`config.mk`:
```
export PLATFORM = sky130hd
export DESIGN_NAME = crcl_engine
export DESIGN_NICKNAME = d
export VERILOG_FILES = /design/src/verilog/crcl_pkg.sv /design/src/verilog/crcl_engine.sv
export SDC_FILE = /design/constraint.sdc
export NUM_CORES = 1
export LEC_CHECK = 0
export BUFFER_PORTS_ARGS = -buffer_cell sky130_fd_sc_hd__buf_2
export CAP_MARGIN = 30
export CORE_MARGIN = 2
export CORE_UTILIZATION = 48
export DETAILED_ROUTE_END_ITERATION = 10
export PLACE_DENSITY_LB_ADDON = 0.25
export REMOVE_ABC_BUFFERS = 1
export SLEW_MARGIN = 20
export SYNTH_ARGS = -nofsm -noshare
export SYNTH_HDL_FRONTEND = slang
export SYNTH_SLANG_ARGS = --single-unit
```
`constraint.sdc`:
```
create_clock -name sys_clk -period 1.68 [get_ports sys_clk]
set_input_delay 0.336 -clock sys_clk [delete_from_list [all_inputs] [get_ports sys_clk]]
set_output_delay 0.336 -clock sys_clk [all_outputs]
set_load 0.02 [all_outputs]
```
`src/verilog/crcl_pkg.sv`:
```
// Package with constants, carrier structs and step functions for the CRC16/LFSR32 engine
package crcl_pkg;

  localparam int          CRCL_DATA_W      = 8;
  localparam logic [15:0] CRCL_CRC_POLY    = 16'h1021;
  localparam logic [15:0] CRCL_CRC_RESET   = 16'h0000;
  localparam logic [31:0] CRCL_LFSR_RESET  = 32'h0000_0000;
  localparam logic [7:0]  CRCL_BYTE_RESET  = 8'h00;
  localparam int          CRCL_TAP_A       = 31;
  localparam int          CRCL_TAP_B       = 29;
  localparam int          CRCL_TAP_C       = 25;
  localparam int          CRCL_TAP_D       = 24;
  localparam int          CRCL_CTRL_SRC    = 0;
  localparam int          CRCL_CTRL_TRIG   = 8;
  localparam int          CRCL_CTRL_W      = 16;
  localparam logic        CRCL_SRC_SW      = 1'b0;
  localparam logic        CRCL_SRC_STREAM  = 1'b1;

  typedef struct packed {
    logic                   strobe;
    logic [CRCL_DATA_W-1:0] data;
  } crcl_word_s;

  typedef struct packed {
    logic [15:0] crc;
    logic [31:0] lfsr;
    logic        crc_done;
    logic        lfsr_done;
  } crcl_result_s;

  // One byte into the CRC, most significant bit first
  function automatic logic [15:0] crcl_crc_byte(input logic [15:0] crc,
                                                input logic [CRCL_DATA_W-1:0] d);
    logic [15:0] c;
    logic        fb;
    c = crc;
    for (int i = CRCL_DATA_W - 1; i >= 0; i--) begin
      fb = c[15] ^ d[i];
      c  = {c[14:0], 1'b0} ^ (fb ? CRCL_CRC_POLY : 16'h0000);
    end
    return c;
  endfunction

  // One shift of the LFSR; the source bit is folded into the feedback
  function automatic logic [31:0] crcl_lfsr_step(input logic [31:0] s, input logic din);
    logic nb;
    nb = s[CRCL_TAP_A] ^ s[CRCL_TAP_B] ^ s[CRCL_TAP_C] ^ s[CRCL_TAP_D] ^ din;
    return {s[30:0], nb};
  endfunction

endpackage

```
`src/verilog/crcl_engine.sv`:
```
// CRC16 calculator and 32-bit LFSR engine
`timescale 1ns/1ps

module crcl_engine (
  // Clock and reset
  input  wire logic                                sys_clk,
  input  wire logic                                reset_n,
  // Control word: bit 0 source select, bit 8 LFSR trigger
  input  wire logic [crcl_pkg::CRCL_CTRL_W-1:0]    lfsr_crc_control,
  // Software data write
  input  wire crcl_pkg::crcl_word_s                crc_data_in,
  // Alternate data source
  input  wire crcl_pkg::crcl_word_s                stream_in,
  // Results
  output crcl_pkg::crcl_result_s                   result
);

  logic [15:0]           crc_result_reg;
  logic [31:0]           lfsr_result_reg;
  logic                  crc_done_reg;
  logic                  lfsr_done_reg;
  logic                  trig_seen_reg;
  logic [7:0]            lfsr_byte_reg;
  logic                  src_stream;
  logic                  trig_rise;
  crcl_pkg::crcl_word_s  sel_word;
  // Byte-wide reference CRC, used only by the checks below
  logic [7:0]            crc_fold;
  logic [7:0]            crc_mix;
  logic [15:0]           crc_shadow_next;
  logic [15:0]           crc_shadow_reg;

  // The source must be settled before data arrives; a change mid-stream just retargets
  assign src_stream = lfsr_crc_control[crcl_pkg::CRCL_CTRL_SRC];
  assign sel_word   = (src_stream == crcl_pkg::CRCL_SRC_STREAM) ? stream_in : crc_data_in;

  // Trigger acts on the rising edge so a bit left high does not free-run the LFSR
  assign trig_rise  = lfsr_crc_control[crcl_pkg::CRCL_CTRL_TRIG] & ~trig_seen_reg;

  always_ff @(posedge sys_clk) begin
    if (!reset_n) begin
      trig_seen_reg <= 1'b0;
    end else begin
      trig_seen_reg <= lfsr_crc_control[crcl_pkg::CRCL_CTRL_TRIG];
    end
  end

  // CRC accumulator, one byte per accepted strobe
  always_ff @(posedge sys_clk) begin
    if (!reset_n) begin
      crc_result_reg <= crcl_pkg::CRCL_CRC_RESET;
      crc_done_reg   <= 1'b0;
    end else begin
      crc_done_reg <= sel_word.strobe;
      if (sel_word.strobe) begin
        crc_result_reg <= crcl_pkg::crcl_crc_byte(crc_result_reg,
                                                  sel_word.data);
      end
    end
  end

  // Last byte of the selected source feeds the LFSR input bit
  always_ff @(posedge sys_clk) begin
    if (!reset_n) begin
      lfsr_byte_reg <= crcl_pkg::CRCL_BYTE_RESET;
    end else if (sel_word.strobe) begin
      lfsr_byte_reg <= sel_word.data;
    end
  end

  // LFSR state; a zero state with zero input stays zero, so seed it through data
  always_ff @(posedge sys_clk) begin
    if (!reset_n) begin
      lfsr_result_reg <= crcl_pkg::CRCL_LFSR_RESET;
      lfsr_done_reg   <= 1'b0;
    end else begin
      lfsr_done_reg <= trig_rise;
      if (trig_rise) begin
        lfsr_result_reg <= crcl_pkg::crcl_lfsr_step(lfsr_result_reg,
                                                    lfsr_byte_reg[0]);
      end
    end
  end

  // Every result field is a register, so readers never see a half-updated value
  assign result = '{crc:       crc_result_reg,
                    lfsr:      lfsr_result_reg,
                    crc_done:  crc_done_reg,
                    lfsr_done: lfsr_done_reg};

  // Byte-at-a-time form of the same generator; it shares no code with the bit-serial
  // loop, so a slip in either one shows up as a disagreement between the two
  always_comb begin
    crc_fold        = crc_shadow_reg[15:8] ^ sel_word.data;
    crc_mix         = crc_fold ^ {4'h0, crc_fold[7:4]};
    crc_shadow_next = {crc_shadow_reg[7:0], 8'h00} ^ {crc_mix[3:0], 12'h000}
                    ^ {3'h0, crc_mix, 5'h00} ^ {8'h00, crc_mix};
  end

  always_ff @(posedge sys_clk) begin
    if (!reset_n) begin
      crc_shadow_reg <= crcl_pkg::CRCL_CRC_RESET;
    end else if (sel_word.strobe) begin
      crc_shadow_reg <= crc_shadow_next;
    end
  end

  // CRC update uses the exact generator
  crc_poly_a: assert property (@(posedge sys_clk) disable iff (!reset_n)
    $past(sel_word.strobe) && $past(reset_n) |->
      crc_result_reg == crcl_pkg::crcl_crc_byte($past(crc_result_reg), $past(sel_word.data)))
    else $error("CRC value does not match generator");

  lfsr_taps_a: assert property (@(posedge sys_clk) disable iff (!reset_n)
    trig_rise |=> lfsr_result_reg[0] == ($past(lfsr_result_reg[31]) ^ $past(lfsr_result_reg[29])
      ^ $past(lfsr_result_reg[25]) ^ $past(lfsr_result_reg[24]) ^ $past(lfsr_byte_reg[0])))
    else $error("LFSR feedback bit wrong");

  lfsr_shift_a: assert property (@(posedge sys_clk) disable iff (!reset_n)
    trig_rise |=> lfsr_result_reg[31:1] == $past(lfsr_result_reg[30:0]))
    else $error("LFSR did not shift by one");

  crc_hold_a: assert property (@(posedge sys_clk) disable iff (!reset_n)
    !sel_word.strobe |=> $stable(crc_result_reg))
    else $error("CRC changed without a write");

  crc_done_a: assert property (@(posedge sys_clk) disable iff (!reset_n)
    sel_word.strobe |=> result.crc_done ##1 (result.crc_done == $past(sel_word.strobe)))
    else $error("CRC done pulse misplaced");

  lfsr_once_a: assert property (@(posedge sys_clk) disable iff (!reset_n)
    trig_rise |=> !trig_rise)
    else $error("LFSR stepped twice for one trigger");

  lfsr_done_a: assert property (@(posedge sys_clk) disable iff (!reset_n)
    !trig_rise |=> !result.lfsr_done && $stable(lfsr_result_reg))
    else $error("LFSR result changed without trigger");

  reset_clear_a: assert property (@(posedge sys_clk)
    !reset_n |=> result.crc == 16'h0000 && result.lfsr == 32'h0000_0000 && !trig_seen_reg)
    else $error("State not cleared by reset");

  // The bit-serial update must agree with the byte-wide reference at every edge
  crc_shadow_a: assert property (@(posedge sys_clk) disable iff (!reset_n)
    crc_result_reg == crc_shadow_reg)
    else $error("CRC differs from the byte-wide reference");

  // A stream strobe must be ignored entirely while software data is selected
  soft_idle_a: assert property (@(posedge sys_clk) disable iff (!reset_n)
    !lfsr_crc_control[crcl_pkg::CRCL_CTRL_SRC] && !crc_data_in.strobe
      |=> $stable(crc_result_reg) && $stable(lfsr_byte_reg) && !result.crc_done)
    else $error("Stream strobe changed state while software source selected");

  // A software strobe must be ignored entirely while the stream is selected
  stream_idle_a: assert property (@(posedge sys_clk) disable iff (!reset_n)
    lfsr_crc_control[crcl_pkg::CRCL_CTRL_SRC] && !stream_in.strobe
      |=> $stable(crc_result_reg) && $stable(lfsr_byte_reg) && !result.crc_done)
    else $error("Software strobe changed state while stream source selected");

  // The LFSR input bit follows the byte taken from the stream when it is selected
  stream_byte_a: assert property (@(posedge sys_clk) disable iff (!reset_n)
    lfsr_crc_control[crcl_pkg::CRCL_CTRL_SRC] && stream_in.strobe
      |=> lfsr_byte_reg == $past(stream_in.data))
    else $error("LFSR input byte not taken from the stream source");

  // Likewise for software writes when the software source is selected
  soft_byte_a: assert property (@(posedge sys_clk) disable iff (!reset_n)
    !lfsr_crc_control[crcl_pkg::CRCL_CTRL_SRC] && crc_data_in.strobe
      |=> lfsr_byte_reg == $past(crc_data_in.data))
    else $error("LFSR input byte not taken from the software source");

  // From an all-zero state the injected bit is the only one that can appear
  lfsr_inject_a: assert property (@(posedge sys_clk) disable iff (!reset_n)
    trig_rise && lfsr_result_reg == crcl_pkg::CRCL_LFSR_RESET
      |=> lfsr_result_reg == {31'h0, $past(lfsr_byte_reg[0])})
    else $error("LFSR step from zero state produced stray bits");

  // Every fresh rising edge of the trigger bit produces a step
  trig_edge_a: assert property (@(posedge sys_clk) disable iff (!reset_n)
    $past(reset_n) && lfsr_crc_control[crcl_pkg::CRCL_CTRL_TRIG]
      && !$past(lfsr_crc_control[crcl_pkg::CRCL_CTRL_TRIG]) |=> result.lfsr_done)
    else $error("Trigger edge did not start an LFSR step");

  // A trigger bit left high must not keep stepping the register
  trig_held_a: assert property (@(posedge sys_clk) disable iff (!reset_n)
    $past(reset_n) && lfsr_crc_control[crcl_pkg::CRCL_CTRL_TRIG]
      && $past(lfsr_crc_control[crcl_pkg::CRCL_CTRL_TRIG]) |=> !result.lfsr_done)
    else $error("Held trigger stepped the LFSR again");

  // The LFSR completion flag is a single-cycle pulse
  lfsr_pulse_a: assert property (@(posedge sys_clk) disable iff (!reset_n)
    result.lfsr_done |=> !result.lfsr_done)
    else $error("LFSR done held longer than one cycle");

  // Software may read the LFSR result at any time between steps
  lfsr_stand_a: assert property (@(posedge sys_clk) disable iff (!reset_n)
    !result.lfsr_done |-> $stable(result.lfsr))
    else $error("LFSR result moved without a done pulse");

  // Likewise the CRC result stands between updates
  crc_stand_a: assert property (@(posedge sys_clk) disable iff (!reset_n)
    !result.crc_done |-> $stable(result.crc))
    else $error("CRC result moved without a done pulse");

  // No accepted byte, no completion pulse
  crc_quiet_a: assert property (@(posedge sys_clk) disable iff (!reset_n)
    !sel_word.strobe |=> !result.crc_done)
    else $error("CRC done pulsed without an accepted byte");

  // Completion pulses from before reset must not leak out of it
  reset_done_a: assert property (@(posedge sys_clk)
    !reset_n |=> !result.crc_done && !result.lfsr_done)
    else $error("Done pulse present during reset");

endmodule

```
# [After elaboration in Yosys (flattened, before gate mapping)]
# Cells that the tools add are included.
[word_totals] regBits=52 input_bits=36 output_inout_bits=50
[op_classes] n_mux=9 bitwise=22
[op_table] cell="$xor 16x13->16" count=8
[op_table] cell="$mux 13" count=8
[op_table] cell="$xor 1x1->1" count=12
[op_table] cell="$mux 9" count=1
[op_table] cell="$and 1x1->1" count=1
[op_table] cell="$not 1->1" count=1

# [Longest topological paths before layout]
[logic_depth] ltp_word=25 ltp_mapped=6

# [Least setup slack after synthesis]
# Ideal clock, no wire load.
[synth_timing] kind="input-to-reg" startpoint="input lfsr_crc_control[0] in the netlist's numbering" endpoint="register crc_result_reg[5]" arrival_ps=1450 required_ps=1618 setup_slack_ps=168 stages=6 n_path_buf=1 cell_sequence="buf_6 -> mux2i_1 -> xnor2_2 -> xnor2_2 -> or3_1 -> nand3_1"
[synth_between] elab_chain_cells=10 elab_cells_between_ends=13
[synth_rtl] item="start, declared" line_no="crcl_engine.sv:9" rtl="input wire logic [crcl_pkg::CRCL_CTRL_W-1:0] lfsr_crc_control,"
[synth_rtl] item="$mux 9 *" line_no="crcl_engine.sv:35" rtl="assign sel_word = (src_stream == crcl_pkg::CRCL_SRC_STREAM) ? stream_in : crc_data_in;"
[synth_rtl] item="$xor 1x1->1" line_no="crcl_pkg.sv:38" rtl="fb = c[15] ^ d[i];"
[synth_rtl] item="$mux 13" line_no="crcl_pkg.sv:39" rtl="c = {c[14:0], 1'b0} ^ (fb ? CRCL_CRC_POLY : 16'h0000);"
[synth_rtl] item="$xor 16x13->16 (4 in series)" line_no="crcl_pkg.sv:39"
[synth_rtl] item="$xor 1x1->1" line_no="crcl_pkg.sv:38"
[synth_rtl] item="$mux 13" line_no="crcl_pkg.sv:39"
[synth_rtl] item="$xor 16x13->16" line_no="crcl_pkg.sv:39"
[synth_rtl] item="end signal, assigned" line_no="crcl_engine.sv:51" rtl="crc_result_reg <= crcl_pkg::CRCL_CRC_RESET;"
[synth_rtl] item="end signal, assigned" line_no="crcl_engine.sv:56" rtl="crc_result_reg <= crcl_pkg::crcl_crc_byte(crc_result_reg,"
[synth_rtl] item="end, declared" line_no="crcl_engine.sv:18" rtl="logic [15:0] crc_result_reg;"
# Every way passes the cells marked *; elsewhere a longest branch is shown, timed or not.
# A chain may end at the register's enable or synchronous reset.

# [Final worst setup path]
[layout_timing] startpoint="input lfsr_crc_control[0] in the netlist's numbering" endpoint="register crc_result_reg[10]"
[layout_between] elab_chain_cells=9
[layout_rtl] item="$mux 9 *" line_no="crcl_engine.sv:35"
[layout_rtl] item="$xor 1x1->1" line_no="crcl_pkg.sv:38"
[layout_rtl] item="$mux 13" line_no="crcl_pkg.sv:39"
[layout_rtl] item="$xor 16x13->16 (6 in series)" line_no="crcl_pkg.sv:39"
# Marked as above.

==> flow_summary.json <==
{
  "worstSkewPairLatency_ns": 0.30,
  "cts_tree": "built",
  "grt_use_total_pct": 18.7,
  "slew_viol_final": 0,
  "ys_types": 26,
  "yosys.area.top_type": "dfxtp_1",
  "clk_pin_slew_ns": 0.10,
  "cts-root-buf": "clkbuf_8",
  "diodes": 0,
  "peakVddDrop_uv": 686,
  "cp_max_fo": 6,
  "cpMaxStageDelayCell": "xnor2_1",
  "power_density_mw_per_mm2": 1160,
  "timing.rr.end": "crc_result_reg[10]",
  "ys_ff_latch": 52,
  "startpoint_type": "input pin",
  "avgSynthCellArea_um2": 8.70,
  "setup_viol": 0,
  "rr_startpoint": "crc_result_reg[13]",
  "finalWirelength_um": 4690,
  "reg2reg_slack_ns": 0.30,
  "ys_warn_count": 0,
  "relSlewSlack_pct": 71.8,
  "syn_to_final_growth_pct": 26.4,
  "fmax_ghz": 0.696,
  "hold_violations": 0,
  "cts_inserted_buffers": 5,
  "timing.final.crit_period_ns": 1.44,
  "synthCells": 260,
  "vias": 1949,
  "hold-path-cell-count": 2,
  "async_flop_share_pct": 0,
  "place.gp.congestion": 0.750,
  "num_rows": 24,
  "dr.pass1.iters": 4,
  "hold_start": "lfsr_crc_control[8]",
  "crit_required_ns": 1.91,
  "synth_ff_type": "dfxtp_1",
  "multi_input_area_mm2": 0.00113,
  "first_global_vias": 1816,
  "port_buffers": 71,
  "post-route-util_pct": 64.3,
  "cap_violations": 0,
  "cp_cell_sequence": "buf_2 -> buf_12 -> mux2i_1 -> xnor2_1 -> buf_4 -> xor2_1 -> nor2_1 -> nor3b_1",
  "via_per_inst": 4.97,
  "clockBufferDepth": 2,
  "finalNetCount": 375,
  "fp.coreArea_mm2": 0.00444,
  "status": "completed",
  "cts_sinks": 52,
  "final_cells": 392,
  "synth.most_common_cell": "nand2_1",
  "synthTopCellsByCount": "nand2_1 (73), dfxtp_1 (52), a21boi_0 (32)",
  "drc": 0,
  "worstHoldPathType": "input pin to flip-flop",
  "start_util_pct": 50.9,
  "worst_pin_slew_ns": 0.420,
  "placedCellCount": 384,
  "drt_iter0_markers": 153,
  "grt_pass1_wl_um": 7920,
  "ff_latch_area_mm2": 0.00104,
  "rsz0062_at_grt": "false",
  "fill_cells": 376,
  "fin_skew_ns": 0.00660,
  "arrival_ns": 1.66,
  "hold-path-endpoint": "trig_seen_reg",
  "post_cts_buffers": 0,
  "r2r_cells": 5,
  "num_io_pins": 86,
  "synth_area_leaders": "dfxtp_1 (46%), nand2_1 (12%), a21boi_0 (11%), xnor2_1 (4.3%), mux2i_1 (4.0%)",
  "antenna_found_initial": 0,
  "largest_reg_flops": 32,
  "die_x_um": 72.6,
  "power.total_w": 0.00330,
  "wl_per_cell_um": 12.0,
  "antenna_left": 0,
  "syn_area_mm2": 0.00226,
  "post_cts_resized": 0,
  "die_y_um": 72.6,
  "critPathMaxStageDelay_ns": 0.36,
  "overflow": 0,
  "p_leak_nw": 1.27,
  "die_area_mm2": 0.00528,
  "grt_max_degree": 34,
  "synth_top_area_share_pct": 46.0,
  "finalCritPeriodShare_pct": 85.5,
  "drive_gt1_share_pct": 30.6,
  "cts.htree.levels": 2,
  "synth_enable_flop_cells": 0,
  "dp_hpwl_um": 3370,
  "worstSetupPathType": "input pin to flip-flop",
  "ys_seq_area_share_pct": 46.0,
  "end_kind": "flip-flop",
  "ctsHoldBuffers": 0
}
-- final cells by class --
cell class	count	share of cell area [%]
clock buffer	6	2.89
tap	52	2.28
multi-input combinational	188	39.6
clock inverter	2	0.525
sequential	52	36.4
timing repair buffer	91	18.1
inverter	1	0.131
-- cells by family after synthesis --
kind of cell              share of synthesized area [%]
AOI/OAI and AO/OA                                  14.3
xor gates and xnor gates                           9.13
buffers and inverters                              3.98
DFF                                                46.0
muxes                                              4.48
and+or+nand+nor                                    22.1
-- worst max path at each step --
stage	start	cells after the start	endpoint	slack [ns]
final	lfsr_crc_control[0]	8	crc_result_reg[10]	0.24
after global routing	lfsr_crc_control[0]	8	crc_result_reg[9]	0.18
after CTS	lfsr_crc_control[0]	8	crc_result_reg[10]	0.26
after detailed placement	lfsr_crc_control[0]	8	crc_result_reg[10]	-0.04
after global placement	lfsr_crc_control[0]	8	crc_result_reg[10]	0.003
after floorplan	lfsr_crc_control[8]	3	lfsr_result_reg[10]	-0.01
-- placed cells by master, fill, tap and decap left out, types with 2 or more instances in the layout --
master,n
nand2_1,73
buf_2,71
dfxtp_1,52
a21boi_0,32
buf_4,19
nor2_1,14
xnor2_1,11
nand3_1,11
mux2i_1,9
xor2_1,7
nor3b_1,6
clkbuf_8,6
nand4b_1,4
o211ai_1,4
xnor2_2,3
o21ai_0,2
and2_1,2
o211a_1,2
clkinvlp_4,2
-- critical path: cells and delay by family --
| kind | cells | cell delay, ns |
|---|---|---|
| xor+xnor | 2 | 0.52 |
| buf+inv | 3 | 0.44 |
| simple gates | 2 | 0.23 |
| mux | 1 | 0.13 |
-- per-stage QoR --
stage | instance area, µm² | setup TNS [ns] | setup slack [ns] | hold WS [ns]
after floorplan | 2170 | -0.393 | -0.0127 | 0.406
final | 2860 | 0 | 0.243 | 0.280
after global routing | 2860 | 0 | 0.180 | 0.303
after global placement | 2760 | 0 | 0.00311 | 0.434
after CTS | 2860 | 0 | 0.256 | 0.273
after detailed placement | 2760 | -0.0934 | -0.0417 | 0.464
-- power breakdown --
part           total [W]  switching, W  leakage (nW)  internal [W]
clock           0.000741      0.000407        0.0434      0.000334
combinational    0.00109      0.000573         0.803      0.000520
sequential       0.00147      0.000114         0.424       0.00135
total            0.00330       0.00109          1.27       0.00221
-- per-layer routing --
metal / share of wire (%) / vias up / GRT usage [%]
met2: 48 / 50 / 32.7
met5: 0 / - / 0
met1: 46 / 887 / 23.0
met3: 5.1 / 2 / 4.42
li1: - / 1010 / -
met4: 0.43 / 0 / 4.94
No activity file was read; power rests on OpenSTA's default activity.
